<file path="src/cihc_pkg.sv">
// Shared constants and types of the interrupt and bus-hold control block
package cihc_pkg;

   // ------------------------------------------------------------
   // Vectors and interrupt modes
   // ------------------------------------------------------------
   localparam logic [15:0] NMI_VECTOR   = 16'h0066;
   localparam logic [15:0] MODE1_VECTOR = 16'h0038;
   localparam logic [15:0] MODE0_VECTOR = 16'h0000;
   localparam logic [1:0]  IRQ_MODE0    = 2'h0;
   localparam logic [1:0]  IRQ_MODE1    = 2'h1;
   localparam logic [1:0]  IRQ_MODE2    = 2'h2;

   // ------------------------------------------------------------
   // Timing
   // ------------------------------------------------------------
   localparam int          CLK_PERIOD_NS = 4;
   localparam int          ACK_TIME_NS   = 16;
   localparam int          ACK_CYCLES    = (ACK_TIME_NS + CLK_PERIOD_NS - 1) / CLK_PERIOD_NS;
   localparam logic [2:0]  ACK_LAST      = 3'(ACK_CYCLES - 1);

   // ------------------------------------------------------------
   // Reset values
   // ------------------------------------------------------------
   localparam logic [2:0]  SYNC_RESET    = 3'h7;
   localparam logic [15:0] ADDR_RESET    = 16'h0000;
   localparam logic [7:0]  DATA_RESET    = 8'h00;

   // ------------------------------------------------------------
   // Types
   // ------------------------------------------------------------
   typedef enum logic [2:0] {
      ST_IDLE = 3'h1,
      ST_HOLD = 3'h2,
      ST_ACK  = 3'h4
   } cihc_state_t;

   typedef struct packed {
      logic [2:0] s1;
      logic [2:0] s2;
      logic [2:0] s3;
      logic [2:0] f;
   } cihc_sync_t;

   typedef struct packed {
      cihc_state_t st;
      logic [2:0]  cnt;
      logic        nmi_prev;
      logic        nmi_pend;
      logic        grant_n;
      logic        stall;
      logic        svc;
      logic        svc_nmi;
      logic [15:0] vec;
      logic [7:0]  ackd;
      logic [15:0] addr;
      logic [7:0]  dout;
      logic        bus_oe;
      logic        dout_oe;
      logic        memory_cycle_n_n;
      logic        io_n;
      logic        rd_n;
      logic        wr_n;
      logic        m1_n;
   } cihc_regs_t;

endpackage : cihc_pkg

</file>
<file path="src/cihc_sync_if.sv">
// Filtered request levels passed from the pin synchroniser to the control core
`timescale 1ns/1ns
interface cihc_sync_if;
   logic irq_n;
   logic nmi_n;
   logic hold_n;
   modport drv (output irq_n, output nmi_n, output hold_n);
   modport mon (input irq_n, input nmi_n, input hold_n);
endinterface : cihc_sync_if

</file>
<file path="src/cihc_pin_sync.sv">
// Three-stage synchroniser with agreement filter for the request pins
`timescale 1ns/1ns
module cihc_pin_sync (
   input  wire logic       clk,
   input  wire logic       rst_n,
   input  wire logic [2:0] raw,
   cihc_sync_if.drv        sync
);

   cihc_pkg::cihc_sync_t r_r;
   cihc_pkg::cihc_sync_t r_nxt;
   logic [2:0]           upd;

   // ------------------------------------------------------------
   // Level follows once stages two and three agree
   // ------------------------------------------------------------
   genvar gi;
   generate
      for (gi = 0; gi < 3; gi++)
      begin : g_bit
         assign upd[gi] = (r_r.s2[gi] == r_r.s3[gi]) ? r_r.s2[gi] : r_r.f[gi];
      end
   endgenerate

   always_comb
   begin
      r_nxt    = r_r;
      r_nxt.s1 = raw;
      r_nxt.s2 = r_r.s1;
      r_nxt.s3 = r_r.s2;
      r_nxt.f  = upd;
   end

   always_ff @(posedge clk or negedge rst_n)
   begin
      if (!rst_n)
      begin
         r_r <= {cihc_pkg::SYNC_RESET, cihc_pkg::SYNC_RESET,
                 cihc_pkg::SYNC_RESET, cihc_pkg::SYNC_RESET};
      end
      else
      begin
         r_r <= r_nxt;
      end
   end

   assign sync.irq_n  = r_r.f[0];
   assign sync.nmi_n  = r_r.f[1];
   assign sync.hold_n = r_r.f[2];

endmodule : cihc_pin_sync

</file>
<file path="src/cihc_core.sv">
// Interrupt ranking, acknowledge sequencing and bus-hold control
`timescale 1ns/1ns
module cihc_core (
   input  wire logic        CLK_SYS,
   input  wire logic        RST_N,
   input  wire logic        MASKABLE_IRQ_N,
   input  wire logic        NMI_N,
   input  wire logic        BUS_HOLD_REQUEST_N,
   input  wire logic        IRQ_ENABLE,
   input  wire logic [1:0]  IRQ_MODE,
   input  wire logic [7:0]  IRQ_PAGE,
   input  wire logic        INSTR_DONE,
   input  wire logic        MCYCLE_END,
   input  wire logic [15:0] CORE_ADDR,
   input  wire logic [7:0]  CORE_DOUT,
   input  wire logic        CORE_DOUT_OE,
   input  wire logic        CORE_MEMORY_CYCLE_N_N,
   input  wire logic        CORE_IO_CYCLE_N_N,
   input  wire logic        CORE_RD_N,
   input  wire logic        CORE_WR_N,
   input  wire logic        CORE_M1_N,
   input  wire logic [7:0]  DATA_I,
   output logic [15:0]      ADDR_O,
   output logic             ADDR_OE,
   output logic [7:0]       DATA_O,
   output logic             DATA_OE,
   output logic             MEMORY_CYCLE_N,
   output logic             IO_CYCLE_N,
   output logic             READ_STROBE_N,
   output logic             WRITE_STROBE_N,
   output logic             STROBE_OE,
   output logic             OPCODE_FETCH_CYCLE_N,
   output logic             BUS_HOLD_GRANT_N,
   output logic             CPU_RESET_N,
   output logic             CORE_STALL,
   output logic             SVC_REQ,
   output logic             SVC_NMI,
   output logic [15:0]      SVC_VECTOR,
   output logic [7:0]       SVC_DATA
);

   logic [1:0]              rst_q;
   logic                    rst_n;
   cihc_pkg::cihc_regs_t    r_r;
   cihc_pkg::cihc_regs_t    r_nxt;
   logic                    nmi_edge;
   logic                    take_nmi;
   logic                    hold_on;
   cihc_sync_if             sync ();

   // ------------------------------------------------------------
   // Reset release and pin synchronisation
   // ------------------------------------------------------------
   always_ff @(posedge CLK_SYS or negedge RST_N)
   begin
      if (!RST_N)
      begin
         rst_q <= 2'h0;
      end
      else
      begin
         rst_q <= {rst_q[0], 1'b1};
      end
   end
   assign rst_n = rst_q[1];

   cihc_pin_sync u_sync (
      .clk  (CLK_SYS),
      .rst_n(rst_n),
      .raw  ({BUS_HOLD_REQUEST_N, NMI_N, MASKABLE_IRQ_N}),
      .sync (sync.drv)
   );

   assign hold_on  = !sync.hold_n;
   assign nmi_edge = r_r.nmi_prev & !sync.nmi_n;

   // ------------------------------------------------------------
   // Next state
   // ------------------------------------------------------------
   always_comb
   begin
      r_nxt          = r_r;
      take_nmi       = 1'b0;
      r_nxt.svc      = 1'b0;
      r_nxt.nmi_prev = sync.nmi_n;
      case (r_r.st)
         cihc_pkg::ST_IDLE:
         begin
            if (hold_on && MCYCLE_END)
            begin
               r_nxt.st      = cihc_pkg::ST_HOLD;
               r_nxt.grant_n = 1'b0;
               r_nxt.stall   = 1'b1;
            end
            else if (INSTR_DONE && !hold_on && r_r.nmi_pend)
            begin
               take_nmi      = 1'b1;
               r_nxt.svc     = 1'b1;
               r_nxt.svc_nmi = 1'b1;
               r_nxt.vec     = cihc_pkg::NMI_VECTOR;
            end
            else if (INSTR_DONE && !hold_on && !sync.irq_n && IRQ_ENABLE)
            begin
               r_nxt.st    = cihc_pkg::ST_ACK;
               r_nxt.cnt   = 3'h0;
               r_nxt.stall = 1'b1;
            end
         end
         cihc_pkg::ST_HOLD:
         begin
            if (!hold_on)
            begin
               r_nxt.st      = cihc_pkg::ST_IDLE;
               r_nxt.grant_n = 1'b1;
               r_nxt.stall   = 1'b0;
            end
         end
         cihc_pkg::ST_ACK:
         begin
            r_nxt.cnt = r_r.cnt + 3'h1;
            if (r_r.cnt == cihc_pkg::ACK_LAST)
            begin
               r_nxt.st      = cihc_pkg::ST_IDLE;
               r_nxt.stall   = 1'b0;
               r_nxt.svc     = 1'b1;
               r_nxt.svc_nmi = 1'b0;
               r_nxt.ackd    = DATA_I;
               case (IRQ_MODE)
                  cihc_pkg::IRQ_MODE1: r_nxt.vec = cihc_pkg::MODE1_VECTOR;
                  cihc_pkg::IRQ_MODE2: r_nxt.vec = {IRQ_PAGE, DATA_I};
                  default:             r_nxt.vec = cihc_pkg::MODE0_VECTOR;
               endcase
            end
         end
         default:
         begin
            r_nxt.st      = cihc_pkg::ST_IDLE;
            r_nxt.grant_n = 1'b1;
            r_nxt.stall   = 1'b0;
         end
      endcase
      // Set wins over the clear
      r_nxt.nmi_pend = nmi_edge | (r_r.nmi_pend & !take_nmi);
      // Pin stage follows the core unless overridden
      r_nxt.addr    = CORE_ADDR;
      r_nxt.dout    = CORE_DOUT;
      r_nxt.bus_oe  = (r_nxt.st != cihc_pkg::ST_HOLD);
      r_nxt.dout_oe = r_nxt.bus_oe & CORE_DOUT_OE;
      r_nxt.memory_cycle_n_n  = CORE_MEMORY_CYCLE_N_N;
      r_nxt.io_n    = CORE_IO_CYCLE_N_N;
      r_nxt.rd_n    = CORE_RD_N;
      r_nxt.wr_n    = CORE_WR_N;
      r_nxt.m1_n    = CORE_M1_N;
      if (r_nxt.st == cihc_pkg::ST_ACK)
      begin
         r_nxt.io_n    = 1'b0;
         r_nxt.m1_n    = 1'b0;
         r_nxt.memory_cycle_n_n  = 1'b1;
         r_nxt.rd_n    = 1'b1;
         r_nxt.wr_n    = 1'b1;
         r_nxt.dout_oe = 1'b0;
      end
   end

   // ------------------------------------------------------------
   // State register
   // ------------------------------------------------------------
   always_ff @(posedge CLK_SYS or negedge rst_n)
   begin
      if (!rst_n)
      begin
         r_r          <= '0;
         r_r.st       <= cihc_pkg::ST_IDLE;
         r_r.nmi_prev <= 1'b1;
         r_r.grant_n  <= 1'b1;
         r_r.stall    <= 1'b1;
         r_r.vec      <= cihc_pkg::ADDR_RESET;
         r_r.ackd     <= cihc_pkg::DATA_RESET;
         r_r.addr     <= cihc_pkg::ADDR_RESET;
         r_r.dout     <= cihc_pkg::DATA_RESET;
         r_r.memory_cycle_n_n   <= 1'b1;
         r_r.io_n     <= 1'b1;
         r_r.rd_n     <= 1'b1;
         r_r.wr_n     <= 1'b1;
         r_r.m1_n     <= 1'b1;
      end
      else
      begin
         r_r <= r_nxt;
      end
   end

   // ------------------------------------------------------------
   // Outputs
   // ------------------------------------------------------------
   assign ADDR_O               = r_r.addr;
   assign ADDR_OE              = r_r.bus_oe;
   assign DATA_O               = r_r.dout;
   assign DATA_OE              = r_r.dout_oe;
   assign MEMORY_CYCLE_N       = r_r.memory_cycle_n_n;
   assign IO_CYCLE_N           = r_r.io_n;
   assign READ_STROBE_N        = r_r.rd_n;
   assign WRITE_STROBE_N       = r_r.wr_n;
   assign STROBE_OE            = r_r.bus_oe;
   assign OPCODE_FETCH_CYCLE_N = r_r.m1_n;
   assign BUS_HOLD_GRANT_N     = r_r.grant_n;
   assign CPU_RESET_N          = rst_q[1];
   assign CORE_STALL           = r_r.stall;
   assign SVC_REQ              = r_r.svc;
   assign SVC_NMI              = r_r.svc_nmi;
   assign SVC_VECTOR           = r_r.vec;
   assign SVC_DATA             = r_r.ackd;
endmodule : cihc_core

</file>
<file path="config.mk">
export PLATFORM = sky130hd
export DESIGN_NAME = cihc_core
export DESIGN_NICKNAME = d
export VERILOG_FILES = /design/src/cihc_pkg.sv /design/src/cihc_sync_if.sv /design/src/cihc_pin_sync.sv /design/src/cihc_core.sv
export SDC_FILE = /design/constraint.sdc
export NUM_CORES = 1
export LEC_CHECK = 0
export BUFFER_PORTS_ARGS = -buffer_cell sky130_fd_sc_hd__buf_2
export CORE_MARGIN = 10
export CORE_UTILIZATION = 28
export CTS_CLUSTER_DIAMETER = 150
export DETAILED_ROUTE_END_ITERATION = 8
export PLACE_DENSITY = 0.58
export SYNTH_ARGS = -nofsm -noshare
export SYNTH_HDL_FRONTEND = slang
export SYNTH_SLANG_ARGS = --single-unit
</file>
<file path="constraint.sdc">
create_clock -name CLK_SYS -period 3 [get_ports CLK_SYS]
set_clock_uncertainty 0.2 [all_clocks]
set_input_delay 0.6 -clock CLK_SYS [delete_from_list [all_inputs] [get_ports CLK_SYS]]
set_output_delay 0.6 -clock CLK_SYS [all_outputs]
set_load 0.005 [all_outputs]
</file>
## Word-level counts from Yosys, hierarchy flattened

Index checks and enable logic that the tools add are counted.

| storage, ports and cells | value |
|---|---|
| register bits | 81 |
| bits of input ports | 56 |
| word-level logic and storage cells | 91 |

| cells by class | value |
|---|---|
| add/sub/neg operators | 1 |
| equality and inequality tests | 20 |
| mux-type cells | 24 |
| bitwise gates (word level) | 5 |
| reduce and logical (&&, ||, !) cells | 15 |

Operators with widths:

| cell | number |
|---|---|
| $mux W18 | 2 |
| $pmux W18 S2 | 1 |
| $pmux W16 S2 | 1 |
| $mux W27 | 1 |
| $mux W6 | 3 |
| $mux W3 | 4 |
| $ne A2 B2 Y1 const B | 6 |
| $reduce_and A4 Y1 | 3 |
| $pmux W3 S3 | 1 |
| $mux W1 | 7 |
| $eq A3 B2 Y1 const B | 2 |
| $eq A3 B3 Y1 const B | 2 |
| $ne A3 B3 Y1 const B | 2 |
| $pmux W1 S3 | 2 |
| $pmux W3 S2 | 1 |
| $logic_and A1 B1 Y1 | 5 |
| $logic_not A1 Y1 | 4 |
| $add A3 B1 Y3 const B | 1 |
| $and A1 B1 Y1 | 3 |
| $eq A1 B1 Y1 | 3 |
| $eq A3 B1 Y1 const B | 1 |
| $ne A3 B2 Y1 const B | 1 |
| $reduce_and A3 Y1 | 1 |
| $eq A2 B1 Y1 const B | 1 |
| other kinds (7) | 7 |

## Logic depth before layout (Yosys ltp)

| depth | value |
|---|---|
| depth after elaboration | 10 |
| depth in mapped cells | 7 |

## Hierarchy

Synthesis repeated with hierarchy kept, for this count alone.

| unflattened totals | value |
|---|---|
| cells, all modules | 235 |
| area total of the unflattened synthesis | 3,175.5 um^2 |

Modules (own cells, without submodules):

| module | instances | cells an instance | area each (um^2) | seq. area each (um^2) |
|---|---|---|---|---|
| cihc_core | 1 | 220 | 2,826.5 | 1,737.9 |
| cihc_pin_sync | 1 | 15 | 349.1 | 315.3 |

## Least setup slack after synthesis

OpenSTA, ideal clock, no wires.

| path | value |
|---|---|
| path type | flip-flop to output port |
| start | register rst_q[1] |
| end | output CPU_RESET_N |
| data arrival time | 2,000 ps |
| data required time | 2,200 ps |
| setup slack | 200 ps |
| stages on the path, launching flop included | 1 |
| buffers on the path | 0 |
| cell sequence | dfrtp_1 |

RTL lines:

| item | RTL line | RTL |
|---|---|---|
| start, declared | cihc_core.sv:42 | `logic [1:0] rst_q;` |
| start signal, assigned | cihc_core.sv:62 | `rst_q <= {rst_q[0], 1'b1};` |
| end, declared | cihc_core.sv:34 | `output logic CPU_RESET_N,` |

No word-level cell between the ends.

## Worst setup path in the final report

| path | value |
|---|---|
| start | register r_r[66] in the netlist's numbering |
| end | register r_r, in the netlist SVC_VECTOR[3] |

| on the way | value |
|---|---|
| word-level cells in the longest chain between the ends | 3 |
| elaborated cells between the ends (all ways) | 8 |
| classes of those cells | eq/ne (5); mux (1); reduce/logical (2) |

RTL lines:

| item | RTL line | RTL |
|---|---|---|
| start, declared | cihc_core.sv:44 | `cihc_pkg::cihc_regs_t r_r;` |
| start signal, assigned | cihc_core.sv:189 | `r_r <= r_nxt;` |
| $eq A3 B1 Y1 / $eq A3 B3 Y1 (equally long branches) | cihc_core.sv:86 | `case (r_r.st)` |
| $ne A2 B2 Y1 (no line) / $reduce_bool A2 Y1 (equally long branches) | -- |  |
| $reduce_and A4 Y1 (no line) | -- |  |

Several ways; a longest one is shown, not always the timed one.
A chain may end at the register's enable or synchronous reset.

==> results.cfg <==
[worst_setup_path]
cp_max_fo = 30
crit_type = reg2reg
crit_path_end_kind = flip-flop
cpPeakStageDelay_ns = 0.58
cpMaxStageDelayCell = and2_2
worst_ep_arrival_time_ns = 2.28
crit_chain = nor3b_2, and2_2, nor2_2, a22o_1
worst_setup_path_start_kind = flip-flop
cp.required_ns = 3.01

[die]
dieArea_mm2 = 0.0159
ios = 117
die_w_um = 126
fp-row-count = 38
die_h_um = 126
coreArea_mm2 = 0.0109
start_util_pct = 28.8

[synth]
synth_edf_count = 0
syn_area_per_cell_um2 = 13.6
yosysTopAreaCellShare_pct = 47.6
yosysWarnings = 0
async_flop_share_pct = 100
syn_area_mm2 = 0.00315
ys_top_cells_by_area = dfrtp_1, dfstp_2, buf_4, a32o_1, mux2_1
ys_seq_elements = 81
synth_top_area_cell = dfrtp_1
yosysSeqAreaShare_pct = 65.1
yosysUniqueCellTypes = 41
syn_inst = 231
dominantRegCellSynth = dfrtp_1
syn_nets = 291

[cells_and_area]
antennaDiodeCount = 0
nets = 364
multi_input_area_um2 = 658
layout_common_cells = buf_2, dfrtp_1, dfstp_2, nor2_1, a32o_1
drive_gt1_share_pct = 51.5
area_delta_synth_final_pct = 20.6
register_area_mm2 = 0.00206
fin_area_mm2 = 0.00380
fill_cells = 1100
layout_commonest_cell = buf_2

[clocking]
cts-resized-gates = 0
clk_pin_slew_worst_paths_ns = 0.06
cts_made_buffers = 9
cts_tree = built
cts_max_level = 3
cts_root_buf = clkbuf_16
cts.sinks = 81
cts.path.max_buffers = 2
postCtsSetupBuffers = 0
clkLatencyLatePin_ns = 0.32

[sta]
grt_setup_unrepaired = false
slew_headroom_pct = 49.4
max_slew.worst_pin.slew_ns = 0.756
max_clock_freq_mhz = 441
fin_crit_sh_pct = 75.6
slew_violations = 0
tns_ns = 0
layout_min_cycle_time_ns = 2.27
setup_viol = 0
finalHoldViolations = 0

[placement]
portBuffers = 116
dp_hpwl_mm = 5.40
place_area_mm2 = 0.00350
place.gp.congestion = 0.761

[power_and_ir_drop]
leakage_uw = 0.00188
ir_drop_mv = 0.288
p_per_area_mw_per_mm2 = 685

[grt]
grt_max_degree = 46
grt_usage_pct = 8.88
grt_pass1_wl_mm = 11.3
antenna_found_initial = 1
grt_pass1_vias = 2099
grt_overflow = 0

[drt]
drt_wl_total_mm = 6.96
vias = 1881
drtIter0Drc = 146
via_per_inst = 4.19
post-route-drc-count = 0
ant_nets = 0
firstDrtPassIters = 4
wire_per_inst_um = 15.5

[hold_path]
hold_class = reg2async

[status]
status = finished clean

[flow_run]
maxCapViolCount = 0
## metal layers
metal  vias to the layer above  global-route usage [%]  routed length (um)
met5                         -                       0                  20
met2                        79                    14.1                3310
li1                        883                       -                   -
met4                         2                    3.82                  93
met3                        10                    4.53                 655
met1                       907                    9.80                2880
## what timing repair did
action / in CTS / in global routing
setup endpoints to repair: 0 / 0
hold buffers: 1 / 0
endpoints found under the hold margin: 2 / 0
## worst max-delay path, delay by kind of cell (launching register included)
family          cells  cell delay (ns)
simple gates        3             1.16
compound gates      1             0.30
flops               1             0.49
## cell type report
type | count | share of cell area (%)
clock inverters | 5 | 1.48
well taps | 140 | 4.61
multi-input cells | 87 | 17.3
clock buffers | 11 | 6.12
inverters | 7 | 0.691
repair buffers | 118 | 15.7
flip-flops and latches | 81 | 54.1
## flip-flops by register name, summed over array words and instances (netlist names), 2 cells and up
| name | flops |
|---|---|
| SVC_VECTOR | 16 |
| r_r | 8 |
| SVC_DATA | 8 |
| u_sync.r_nxt | 6 |
| rst_q | 2 |
| ADDR_O | 16 |
| DATA_O | 8 |
| u_sync.r_r | 3 |
## report_power, final
| part | leakage, uW | total [uW] | internal [uW] | switching, uW |
|---|---|---|---|---|
| clock network | 0.000139 | 1050 | 643 | 403 |
| registers | 0.000960 | 1280 | 1210 | 70.9 |
| logic | 0.000777 | 280 | 140 | 141 |
| total | 0.00188 | 2600 | 1990 | 615 |
## cell families (layout without fill, tap and decap cells)
family          Yosys count  in the layout  share of synthesized area [%]
flops                    81             81                           65.1
buf+inv                  63            141                           14.0
simple gates             38             38                           7.30
compound gates           32             32                           7.70
mux                       9              9                           3.21
fa+ha+maj                 7              7                           2.54
other cells               1              1                          0.119
## Yosys cell counts, types with 2 or more instances
master,count
nand2_1,4
buf_2,2
and2_1,2
o21ai_0,2
inv_1,6
or3b_1,2
a22o_1,3
a32o_1,10
o21ai_1,2
dfstp_2,21
maj3_1,3
mux2_1,8
nor3_1,4
a21oi_1,8
ha_1,4
buf_6,2
nand2b_1,6
clkbuf_1,2
buf_4,50
dfrtp_1,60
nor2_1,10
## final timing paths
| kind | to | cells after the start | slack (ns) | start |
|---|---|---|---|---|
| min in group CLK_SYS | rst_q[1] | 0 | 0.15 | rst_q[0] |
| min reg2reg | ADDR_O[9] | 0 | 0.08 | rst_q[1] |
| max in group asynchronous | SVC_DATA[1] | 1 | 1.59 | rst_q[1] |
| max reg2reg | SVC_VECTOR[3] | 4 | 0.73 | r_r[66] |
| min | ADDR_O[9] | 0 | 0.08 | rst_q[1] |
| max | SVC_VECTOR[3] | 4 | 0.73 | r_r[66] |
## metrics by stage
stage          worst slack (ns)  util [%]  hold WS (ns)  std cells  power (uW)
3_3_place_gp              0.828      32.0        0.0824        432        1570
6_report                  0.733      34.8        0.0799        449        2600
2_1_floorplan             0.200         -         0.104        231        1470
3_5_place_dp              0.726      32.0        0.0955        432        1590
4_1_cts                   0.725      34.8         0.101        449        2660
5_1_grt                   0.550      34.8         0.125        449        2740
Power figures use the tool's default switching activity.
